`src/csf_pkg.sv`:
```
// constants shared by the clocked serial status block
package csf_pkg;

  // =====================================================================
  // sizes
  localparam int NPORT  = 4;
  localparam int ADDR_W = 10;
  localparam int IDX_W  = 8;
  localparam int DATA_W = 32;
  localparam int BYTE_W = 8;

  // =====================================================================
  // register indices, byte address is four times the index
  localparam logic [NPORT-1:0][IDX_W-1:0] STAT_IDX = {8'hf3, 8'he3, 8'hd3, 8'hc3};
  localparam logic [NPORT-1:0][IDX_W-1:0] DATA_IDX = {8'hf0, 8'he0, 8'hd0, 8'hc0};
  localparam logic [IDX_W-1:0] INT_STAT_IDX = 8'h80;
  localparam logic [IDX_W-1:0] INT_MASK_IDX = 8'h81;

  // =====================================================================
  // status register fields
  localparam int RXF_BIT  = 7;
  localparam int OVR_BIT  = 5;
  localparam int TXF_BIT  = 3;
  localparam int BUSY_BIT = 2;
  localparam logic [BYTE_W-1:0] RSVD_MASK = 8'h53;

  // =====================================================================
  // serial framing and bus answers
  localparam logic [2:0] LAST_BIT    = 3'h7;
  localparam logic [1:0] RESP_OKAY   = 2'h0;
  localparam logic [1:0] RESP_SLVERR = 2'h2;

endpackage

```
`src/csf_serial_status.sv`:
```
// four clocked serial ports with their status registers and interrupts
//
// Added by the designer: the AXI4-Lite interface to the registers.
`timescale 1ns/1ps
module csf_serial_status (
  input  wire logic                          mclk,
  input  wire logic                          resetn,
  input  wire logic [csf_pkg::ADDR_W-1:0]    awaddr,
  input  wire logic                          awvalid,
  output logic                               awready,
  input  wire logic [csf_pkg::DATA_W-1:0]    wdata,
  input  wire logic [csf_pkg::DATA_W/8-1:0]  wstrb,
  input  wire logic                          wvalid,
  output logic                               wready,
  output logic [1:0]                         bresp,
  output logic                               bvalid,
  input  wire logic                          bready,
  input  wire logic [csf_pkg::ADDR_W-1:0]    araddr,
  input  wire logic                          arvalid,
  output logic                               arready,
  output logic [csf_pkg::DATA_W-1:0]         rdata,
  output logic [1:0]                         rresp,
  output logic                               rvalid,
  input  wire logic                          rready,
  input  wire logic [csf_pkg::NPORT-1:0]     sclk,
  input  wire logic [csf_pkg::NPORT-1:0]     rxd,
  output logic      [csf_pkg::NPORT-1:0]     txd,
  output logic                               irq
);

  localparam int NP = csf_pkg::NPORT;
  localparam int BW = csf_pkg::BYTE_W;

  // =====================================================================
  // state
  typedef struct packed {
    logic [BW-1:0] rx_sh;
    logic [2:0]    rx_cnt;
    logic [BW-1:0] rx_buf;
    logic          rx_full;
    logic          ovr;
    logic [BW-1:0] tx_buf;
    logic          tx_full;
    logic [BW-1:0] tx_sh;
    logic [2:0]    tx_cnt;
    logic          busy;
    logic          tx_pend;
    logic          txd;
    logic          sclk_d;
  } csf_port_t;

  typedef struct packed {
    csf_port_t [NP-1:0] port;
    logic [2*NP-1:0]    int_stat;
    logic [2*NP-1:0]    int_mask;
    logic               irq;
  } csf_state_t;

  csf_state_t                          s;
  csf_state_t                          next_s;
  logic                                wr_en;
  logic [csf_pkg::ADDR_W-1:0]          wr_addr;
  logic [BW-1:0]                       wr_data;
  logic                                wr_be;
  logic                                wr_err;
  logic                                rd_en;
  logic [csf_pkg::ADDR_W-1:0]          rd_addr;
  logic [BW-1:0]                       rd_data;
  logic                                rd_err;
  logic [csf_pkg::IDX_W-1:0]           wr_idx;
  logic [csf_pkg::IDX_W-1:0]           rd_idx;
  logic [NP-1:0]                       sy_clk;
  logic [NP-1:0]                       sy_rxd;
  logic [NP-1:0]                       rise;
  logic [NP-1:0]                       fall;
  logic [NP-1:0]                       rx_done;
  logic [NP-1:0]                       rx_rd;
  logic [NP-1:0]                       tx_wr;
  logic [NP-1:0]                       tx_take;
  logic [NP-1:0]                       stat_wr;
  logic [NP-1:0][BW-1:0]               stat;
  logic [2*NP-1:0]                     int_req;
  logic [2*NP-1:0]                     int_clr;

  // =====================================================================
  // bus slave
  csf_axil u_axil (
    .mclk    (mclk),
    .resetn  (resetn),
    .awaddr  (awaddr),
    .awvalid (awvalid),
    .awready (awready),
    .wdata   (wdata),
    .wstrb   (wstrb),
    .wvalid  (wvalid),
    .wready  (wready),
    .bresp   (bresp),
    .bvalid  (bvalid),
    .bready  (bready),
    .araddr  (araddr),
    .arvalid (arvalid),
    .arready (arready),
    .rdata   (rdata),
    .rresp   (rresp),
    .rvalid  (rvalid),
    .rready  (rready),
    .wr_en   (wr_en),
    .wr_addr (wr_addr),
    .wr_data (wr_data),
    .wr_be   (wr_be),
    .wr_err  (wr_err),
    .rd_en   (rd_en),
    .rd_addr (rd_addr),
    .rd_data (rd_data),
    .rd_err  (rd_err)
  );

  // =====================================================================
  // link pins; clock and data pass the same two stages so they stay aligned
  csf_sync #(
    .W (2*NP)
  ) u_sync (
    .mclk   (mclk),
    .resetn (resetn),
    .d      ({rxd, sclk}),
    .q      ({sy_rxd, sy_clk})
  );

  assign wr_idx = wr_addr[csf_pkg::ADDR_W-1:2];
  assign rd_idx = rd_addr[csf_pkg::ADDR_W-1:2];

  // =====================================================================
  // per-port serial logic, register decode and interrupts
  always_comb
  begin
    next_s  = s;
    rise    = '0;
    fall    = '0;
    rx_done = '0;
    rx_rd   = '0;
    tx_wr   = '0;
    tx_take = '0;
    stat_wr = '0;
    stat    = '0;
    rd_data = '0;
    rd_err  = 1'b1;
    wr_err  = 1'b1;
    int_req = '0;
    int_clr = '0;
    for (int p = 0; p < NP; p++)
    begin
      // status image; unlisted bits stay at zero
      stat[p][csf_pkg::RXF_BIT]  = s.port[p].rx_full;
      stat[p][csf_pkg::OVR_BIT]  = s.port[p].ovr;
      stat[p][csf_pkg::TXF_BIT]  = s.port[p].tx_full;
      stat[p][csf_pkg::BUSY_BIT] = s.port[p].busy;
      // reads and writes that belong to this port
      if (rd_idx == csf_pkg::STAT_IDX[p])
      begin
        rd_data = stat[p] & ~csf_pkg::RSVD_MASK;
        rd_err  = 1'b0;
      end
      if (rd_idx == csf_pkg::DATA_IDX[p])
      begin
        rd_data  = s.port[p].rx_buf;
        rd_err   = 1'b0;
        rx_rd[p] = rd_en;
      end
      if (wr_idx == csf_pkg::STAT_IDX[p])
      begin
        wr_err     = 1'b0;
        stat_wr[p] = wr_en;  // value ignored
      end
      if (wr_idx == csf_pkg::DATA_IDX[p])
      begin
        wr_err   = 1'b0;
        tx_wr[p] = wr_en & wr_be;
      end
      // edges of the peer's clock, seen on the synchronised copy
      next_s.port[p].sclk_d = sy_clk[p];
      rise[p] = sy_clk[p] & ~s.port[p].sclk_d;
      fall[p] = ~sy_clk[p] & s.port[p].sclk_d;
      // receive: sample on rising edge, lsb first
      rx_done[p] = rise[p] && (s.port[p].rx_cnt == csf_pkg::LAST_BIT);
      next_s.port[p].rx_full = s.port[p].rx_full & ~rx_rd[p];
      next_s.port[p].ovr     = s.port[p].ovr & ~rx_rd[p];
      if (rise[p])
      begin
        next_s.port[p].rx_sh  = {sy_rxd[p], s.port[p].rx_sh[BW-1:1]};
        next_s.port[p].rx_cnt = s.port[p].rx_cnt + 3'h1;
      end
      // a byte landing in the cycle of the read goes into the freed buffer
      if (rx_done[p])
      begin
        if (next_s.port[p].rx_full)
          next_s.port[p].ovr = 1'b1;
        else
        begin
          next_s.port[p].rx_buf  = {sy_rxd[p], s.port[p].rx_sh[BW-1:1]};
          next_s.port[p].rx_full = 1'b1;
        end
      end
      // transmit: take a byte when idle or when the last bit ends
      tx_take[p] = fall[p] && s.port[p].tx_full &&
                   (!s.port[p].busy || s.port[p].tx_cnt == csf_pkg::LAST_BIT);
      if (tx_take[p])
      begin
        next_s.port[p].tx_sh   = s.port[p].tx_buf;
        next_s.port[p].txd     = s.port[p].tx_buf[0];
        next_s.port[p].tx_cnt  = '0;
        next_s.port[p].busy    = 1'b1;
        next_s.port[p].tx_full = 1'b0;
      end
      else if (fall[p] && s.port[p].busy && s.port[p].tx_cnt == csf_pkg::LAST_BIT)
        next_s.port[p].busy = 1'b0;  // nothing queued
      else if (fall[p] && s.port[p].busy)
      begin
        next_s.port[p].tx_sh  = {1'b0, s.port[p].tx_sh[BW-1:1]};
        next_s.port[p].txd    = s.port[p].tx_sh[1];
        next_s.port[p].tx_cnt = s.port[p].tx_cnt + 3'h1;
      end
      // a write while a byte waits replaces it; a write that meets a take stays
      if (tx_wr[p])
      begin
        next_s.port[p].tx_buf  = wr_data;
        next_s.port[p].tx_full = 1'b1;
      end
      // pending transmit request: clear first so a take in the same cycle wins
      if (tx_wr[p] || stat_wr[p])
        next_s.port[p].tx_pend = 1'b0;
      if (tx_take[p])
        next_s.port[p].tx_pend = 1'b1;
      // request levels feeding the sticky bits
      int_req[p]    = s.port[p].rx_full;
      int_req[p+NP] = s.port[p].tx_pend;
    end
    // interrupt registers; set wins over write-one-to-clear
    if (rd_idx == csf_pkg::INT_STAT_IDX)
    begin
      rd_data = s.int_stat;
      rd_err  = 1'b0;
    end
    if (rd_idx == csf_pkg::INT_MASK_IDX)
    begin
      rd_data = s.int_mask;
      rd_err  = 1'b0;
    end
    if (wr_idx == csf_pkg::INT_STAT_IDX)
    begin
      wr_err  = 1'b0;
      int_clr = (wr_en && wr_be) ? wr_data : '0;
    end
    if (wr_idx == csf_pkg::INT_MASK_IDX)
    begin
      wr_err = 1'b0;
      if (wr_en && wr_be)
        next_s.int_mask = wr_data;
    end
    next_s.int_stat = (s.int_stat & ~int_clr) | int_req;
    next_s.irq      = |(next_s.int_stat & next_s.int_mask);
  end

  always_ff @(posedge mclk or negedge resetn)
  begin
    if (!resetn)
      s <= '0;
    else
      s <= next_s;
  end

  // =====================================================================
  // outputs, all from flops
  always_comb
  begin
    for (int p = 0; p < NP; p++)
      txd[p] = s.port[p].txd;
  end

  assign irq = s.irq;

  generate
    for (genvar g = 0; g < NP; g++)
    begin : g_chk

    end
  endgenerate
endmodule

```
`src/csf_sync.sv`:
```
// two flip-flop synchroniser for pins from outside the mclk domain
`timescale 1ns/1ps
module csf_sync #(
  parameter int W = 8
) (
  input  wire logic         mclk,
  input  wire logic         resetn,
  input  wire logic [W-1:0] d,
  output logic      [W-1:0] q
);

  typedef struct packed {
    logic [W-1:0] s1;
    logic [W-1:0] s2;
  } csf_sync_t;

  csf_sync_t s;
  csf_sync_t next_s;

  // =====================================================================
  // first stage feeds only the second one
  always_comb
  begin
    next_s    = s;
    next_s.s1 = d;
    next_s.s2 = s.s1;
  end

  always_ff @(posedge mclk or negedge resetn)
  begin
    if (!resetn)
      s <= '0;
    else
      s <= next_s;
  end

  assign q = s.s2;

endmodule

```
`src/csf_axil.sv`:
```
// axi4-lite slave front end with one write and one read in flight
`timescale 1ns/1ps
module csf_axil (
  input  wire logic                          mclk,
  input  wire logic                          resetn,
  input  wire logic [csf_pkg::ADDR_W-1:0]    awaddr,
  input  wire logic                          awvalid,
  output logic                               awready,
  input  wire logic [csf_pkg::DATA_W-1:0]    wdata,
  input  wire logic [csf_pkg::DATA_W/8-1:0]  wstrb,
  input  wire logic                          wvalid,
  output logic                               wready,
  output logic [1:0]                         bresp,
  output logic                               bvalid,
  input  wire logic                          bready,
  input  wire logic [csf_pkg::ADDR_W-1:0]    araddr,
  input  wire logic                          arvalid,
  output logic                               arready,
  output logic [csf_pkg::DATA_W-1:0]         rdata,
  output logic [1:0]                         rresp,
  output logic                               rvalid,
  input  wire logic                          rready,
  output logic                               wr_en,
  output logic [csf_pkg::ADDR_W-1:0]         wr_addr,
  output logic [csf_pkg::BYTE_W-1:0]         wr_data,
  output logic                               wr_be,
  input  wire logic                          wr_err,
  output logic                               rd_en,
  output logic [csf_pkg::ADDR_W-1:0]         rd_addr,
  input  wire logic [csf_pkg::BYTE_W-1:0]    rd_data,
  input  wire logic                          rd_err
);

  typedef struct packed {
    logic                       aw_have;
    logic [csf_pkg::ADDR_W-1:0] aw_addr;
    logic                       w_have;
    logic [csf_pkg::BYTE_W-1:0] w_data;
    logic                       w_be;
    logic                       awready;
    logic                       wready;
    logic                       bvalid;
    logic [1:0]                 bresp;
    logic                       arready;
    logic                       rvalid;
    logic [csf_pkg::DATA_W-1:0] rdata;
    logic [1:0]                 rresp;
  } csf_axil_t;

  csf_axil_t s;
  csf_axil_t next_s;

  // =====================================================================
  // address and data latch on their own, the write fires once both are held
  always_comb
  begin
    next_s  = s;
    wr_en   = s.aw_have & s.w_have & ~s.bvalid;
    wr_addr = s.aw_addr;
    wr_data = s.w_data;
    wr_be   = s.w_be;
    rd_en   = s.arready & arvalid;
    rd_addr = araddr;
    if (s.awready && awvalid)
    begin
      next_s.aw_have = 1'b1;
      next_s.aw_addr = awaddr;
    end
    if (s.wready && wvalid)
    begin
      next_s.w_have = 1'b1;
      next_s.w_data = wdata[csf_pkg::BYTE_W-1:0];
      next_s.w_be   = wstrb[0];
    end
    if (s.bvalid && bready)
      next_s.bvalid = 1'b0;
    if (wr_en)
    begin
      next_s.aw_have = 1'b0;
      next_s.w_have  = 1'b0;
      next_s.bvalid  = 1'b1;
      next_s.bresp   = wr_err ? csf_pkg::RESP_SLVERR : csf_pkg::RESP_OKAY;
    end
    if (s.rvalid && rready)
      next_s.rvalid = 1'b0;
    // read data is captured at the handshake so side effects happen once
    if (rd_en)
    begin
      next_s.rvalid = 1'b1;
      next_s.rdata  = {{(csf_pkg::DATA_W-csf_pkg::BYTE_W){1'b0}}, rd_data};
      next_s.rresp  = rd_err ? csf_pkg::RESP_SLVERR : csf_pkg::RESP_OKAY;
    end
    next_s.awready = ~next_s.aw_have & ~next_s.bvalid;
    next_s.wready  = ~next_s.w_have & ~next_s.bvalid;
    next_s.arready = ~next_s.rvalid;
  end

  always_ff @(posedge mclk or negedge resetn)
  begin
    if (!resetn)
      s <= '0;
    else
      s <= next_s;
  end

  assign awready = s.awready;
  assign wready  = s.wready;
  assign bvalid  = s.bvalid;
  assign bresp   = s.bresp;
  assign arready = s.arready;
  assign rvalid  = s.rvalid;
  assign rdata   = s.rdata;
  assign rresp   = s.rresp;

endmodule

```
`config.mk`:
```
export PLATFORM = sky130hd
export DESIGN_NAME = csf_serial_status
export DESIGN_NICKNAME = d
export VERILOG_FILES = /design/src/csf_pkg.sv /design/src/csf_serial_status.sv /design/src/csf_sync.sv /design/src/csf_axil.sv
export SDC_FILE = /design/constraint.sdc
export NUM_CORES = 1
export LEC_CHECK = 0
export BUFFER_PORTS_ARGS = -buffer_cell sky130_fd_sc_hd__clkbuf_2
export CAP_MARGIN = 20
export CORE_ASPECT_RATIO = 1.75
export CORE_MARGIN = 5
export CORE_UTILIZATION = 41
export CTS_CLUSTER_DIAMETER = 50
export CTS_CLUSTER_SIZE = 12
export DETAILED_ROUTE_END_ITERATION = 10
export PLACE_DENSITY = 0.57
export SLEW_MARGIN = 25
export SYNTH_ARGS = -nofsm -noshare
export SYNTH_HDL_FRONTEND = slang
export SYNTH_SLANG_ARGS = --single-unit
```
`constraint.sdc`:
```
create_clock -name mclk -period 2.2 [get_ports mclk]
set_input_delay 0.22 -clock mclk [delete_from_list [all_inputs] [get_ports mclk]]
set_output_delay 0.22 -clock mclk [all_outputs]
set_load 0.05 [all_outputs]
```
* After elaboration in Yosys (flattened, before gate mapping)
Index checks and enable logic that the tools add are counted.
** Word-level totals
- Bits in registers :: 251
- Bits in latches :: 0
- RAM bits :: 0
- ROM bits :: 0
- Input port bits :: 71
- Output and inout port bits :: 46
- Logic and storage cells :: 327
- Memories :: 0
** Cells by class
- Add/subtract/negate cells :: 8
- $mul :: 0
- Div/mod/pow operators :: 0
- Magnitude comparators :: 0
- Equal/unequal tests :: 32
- Shifts and indexed selects :: 0
- Mux-type cells :: 108
- Bitwise logic cells :: 47
- Reduce and logical (&&, ||, !) cells :: 62
** Operators by type and width (number)
- $eq 8x8->1 const B :: 20
- $mux 8 :: 14
- $mux 11 :: 9
- $mux 1 :: 72
- $mux 12 :: 4
- $mux 35 :: 1
- $reduce_bool 2->1 :: 16
- $logic_and 1x1->1 :: 25
- $add 3x1->3 const B :: 8
- $eq 3x3->1 const B :: 8
- $and 1x1->1 :: 22
- $not 1->1 :: 21
- $and 8x8->8 :: 2
- $reduce_and 2->1 :: 8
- $mux 2 :: 6
- $mux 10 :: 1
- $logic_or 1x1->1 :: 8
- $ne 2x2->1 const B :: 4
- $not 8->8 :: 1
- $or 8x8->8 :: 1
- $reduce_or 8->1 :: 1
- $logic_not 1->1 :: 4
- $mux 3 :: 1

* Longest topological paths before layout
- Depth after elaboration :: 15
- Mapped depth :: 9
- Mapped depth without buffers :: 7

* Hierarchy
From an unflattened synthesis, not the netlist that was laid out.
** Second synthesis, totals
- Cell total of the unflattened synthesis :: 939
- Area total of the unflattened synthesis :: 10816.6 um^2
** Modules (own cells, without submodules)
- csf_serial_status :: instances 1, cells each 776, area an instance 8555.7 um^2, seq. area each 4729.5 um^2
- csf_axil :: instances 1, cells each 147, area an instance 1860.5 um^2, seq. area each 900.9 um^2
- csf_sync :: instances 1, cells each 16, area an instance 400.4 um^2, seq. area each 400.4 um^2

* Worst setup path before layout
OpenSTA, ideal clock, no wires.
- Path type :: reg-to-reg
- From :: reg u_axil.s, in the netlist u_axil.bvalid
- To :: reg s[168] in the netlist's numbering
- Library setup time :: 0.125 ns
- Arrival time :: 2.178 ns
- Required time :: 2.075 ns
- Slack :: -0.103 ns
- Cell stages (with the launch flop) :: 7
- Path buffers :: 2
- Period minus slack after synthesis :: 2.303 ns
- Cell sequence :: dfrtp_1 and3b_1 clkbuf_1 nand3_1 buf_2 nor3_2 mux2_2
** On the way
- Longest elaborated chain between the ends :: 4
** RTL lines
- start: declaration :: line csf_axil.sv:50 : csf_axil_t s;
- start signal: assignment :: line csf_axil.sv:103 : s <= next_s;
- $not 1->1 :: line csf_axil.sv:58 : wr_en = s.aw_have & s.w_have & ~s.bvalid;
- $and 1x1->1 :: line csf_axil.sv:58
- $and 1x1->1 :: line csf_serial_status.sv:177 : tx_wr[p] = wr_en & wr_be;
- $mux 1 :: line csf_serial_status.sv:174 : if (wr_idx == csf_pkg::DATA_IDX[p])
- end signal: assignment :: line csf_serial_status.sv:268 : s <= next_s;
- end: declaration :: line csf_serial_status.sv:59 : csf_state_t s;
Every way passes these cells.
A chain may end at the register's enable or synchronous reset.

==> summary.txt <==
Die height: 220 um
Gr ovfl total: 0
Hold Fails Final Rpt: 0
Routability congestion estimate: 0.861
Max H-tree Level: 1
Worst-path clk slew: 0.06 ns
Nets: 1,100
Synth Area in Compound Gates: 8.55%
Most frequent cell after synthesis: dfrtp_1
Worst path required time: 2.60 ns
1st-iter DRT viols: 281
Top FF cell, synth: dfrtp_1
Synth cell types: 58
Netlist area before placement: 10,400 um^2
Number of fill cells in the layout: 2,289
Status: completed
Flops & latches, synth: 239
Top cells by count, synth: dfrtp_1 (239), nand2_1 (166), mux2_2 (99)
Fmax: 484 MHz
Clk root buf: clkbuf_16
I/O pin cnt: 117
Synth top area share: 57.7%
Die X: 130 um
Final WS setup: 0.134 ns
Clock Sinks: 239
Post-synthesis mux area share: 13.8%
Router iterations before antenna repair: 5
DR vias: 6,897
Number of flops mapped to enable cells by yosys: 0
Setup Viol. Count Final: 0
Port-buffer cells: 59
Share of cells above drive strength 1: 26.0%
Synth top area cells: dfrtp_1 (58%), mux2_2 (11%), nand2_1 (6.0%)
CTS tree: built
Post-synthesis simple-gate area fraction: 13.2%
Global Route Usage Sum: 17.0%
Leak: 5.82 nW
Max-slew headroom: 38.1%
Number of max-cap violations: 0
Starting Density: 41.2%
Setup CP Type: reg -> reg
Setup TNS: 0 ns
Worst setup SP type: register
Setup Skew: 0.0101 ns
Clock Latency Late Sink: 0.53 ns
Syn avg cell area: 11.6 um^2
Post-Synth Adder-Cell Area: 1.93%
HP Class: in -> reg
Final min period: 2.07 ns
XOR/XNOR Fraction of Synth Area: 0.338%
N_diodes: 0
Part of the cycle the worst path needs: 93.9%
Vias in the first global route: 7,022
First-pass GRT wire length: 38.1 mm
Final ANT Viol Nets: 0
RSZ-0062 raised after global routing: false
Row count: 77
Pre-CTS setup slack: 0.0559 ns
Initial antenna violation count: 0
Slew @ Worst Pin: 0.927 ns
Post-synthesis sequential area ratio: 57.7%
Arrival time at the worst endpoint: 2.47 ns
Yosys warning count: 0
DRC errors left: 0
Wire length per cell after detailed routing: 17.5 um
CP Capture Type: register
WL final: 23.4 mm
Cells after synthesis: 893
Max FO, Critical Path: 8
Detailed Place HPWL: 17.0 mm
DR vias/cell: 5.17
Main combinational cell family by area after synthesis: multiplexers
Die ar.: 28,700 um^2
CTS max path bufs: 3
Asr flop ratio synth: 100%
Largest net degree at the start of global routing: 75
Core ar.: 25,100 um^2
Total CTS buffers: 25
Synth-to-Final Area Change: 17.2%
VDD IR max: 0.000539 V
Synth area leader: dfrtp_1
Cell Pwr Density: 987 nW/um^2
Final max-slew violation count: 0
==> per-stage QoR <==
stage	total power (W)	area [um^2]	utilization (%)	hold slack, ns	cells
after floorplan	0.00740	10500	-	-0.0756	918
after global placement	0.00827	11200	44.4	0.155	1271
after detailed placement	0.00835	11200	44.4	0.154	1271
after CTS	0.0122	12100	48.2	0.114	1333
after global routing	0.0127	12200	48.3	0.145	1334
final	0.0120	12200	48.3	0.142	1334
==> final cells by class <==
class | count | area (um^2) | area share, %
Timing Repair Buffer | 142 | 1040 | 8.56
Clock buffer | 27 | 633 | 5.21
Multi-Input combinational cell | 599 | 4040 | 33.3
Tap cell | 316 | 395 | 3.25
Sequential cell | 239 | 5980 | 49.2
Clock inverter | 5 | 40.0 | 0.329
Inverter | 6 | 22.5 | 0.185
==> metal layers <==
layer	vias to the layer above	GRT usage, %	share of wire [%]
li1	3272	-	-
met1	3429	20.2	39
met2	154	30.6	54
met3	42	2.44	4.0
met4	0	6.69	3.6
met5	-	0	0
==> registers in the layout (all words and copies together), names as in the netlist <==
register,cells
int_req,8
irq,1
s,180
u_axil.arready,1
u_axil.awready,1
u_axil.bresp,1
u_axil.bvalid,1
u_axil.rdata,8
u_axil.rresp,1
u_axil.rvalid,1
u_axil.s,2
u_axil.wr_addr,8
u_axil.wr_be,1
u_axil.wr_data,8
u_axil.wready,1
u_sync.next_s,8
u_sync.q,8
==> power breakdown <==
group	internal, W	switching [W]
combinational	0.00103	0.00138
sequential	0.00516	0.000709
clock	0.00204	0.00168
total	0.00823	0.00377
==> path summary, 6_finish.rpt <==
kind	startpoint	to	slack [ns]	cells after the start
max reg2reg	u_axil.wr_addr[7]	irq	0.13	4
min in group asynchronous	resetn	s[145]	0.18	2
max	u_axil.wr_addr[7]	irq	0.13	4
max in group asynchronous	resetn	u_axil.bvalid	1.26	3
min	araddr[9]	u_axil.rdata[6]	0.14	4
min reg2reg	u_sync.next_s[3]	u_sync.q[3]	0.34	0
==> cells in the final DEF, fill, tap and decap left out, drive strengths merged, types with 23 or more instances in the layout <==
cell	count
o21ai	54
clkbuf	85
nand2	166
dfrtp	239
mux2	99
mux2i	23
buf	54
dlygate4sd3	30
conb	26
nor2	42
==> logic make-up (layout without fill, tap and decap cells) <==
logic type,count (synthesis),count (layout)
AOI/OAI and AO/OA,136,136
and+or+nand+nor,291,291
muxes,126,126
adders and majority gates,16,16
buffers and inverters,80,180
other,1,26
DFF,239,239
xor gates and xnor gates,4,4
==> critical path, stage by stage (launching register included) <==
cell and delay [ns]:
dfrtp_1 0.42, or4b_1 0.74, o32a_1 0.44, a22oi_1 0.23
nand4_1 0.11
==> what timing repair did <==
item	CTS	global route
endpoints found under the setup margin	0	16
hold buffers	30	0
resized for setup	0	2
setup buffers	0	1
endpoints found under the hold margin	98	0
(Power assumes the default switching activity.)
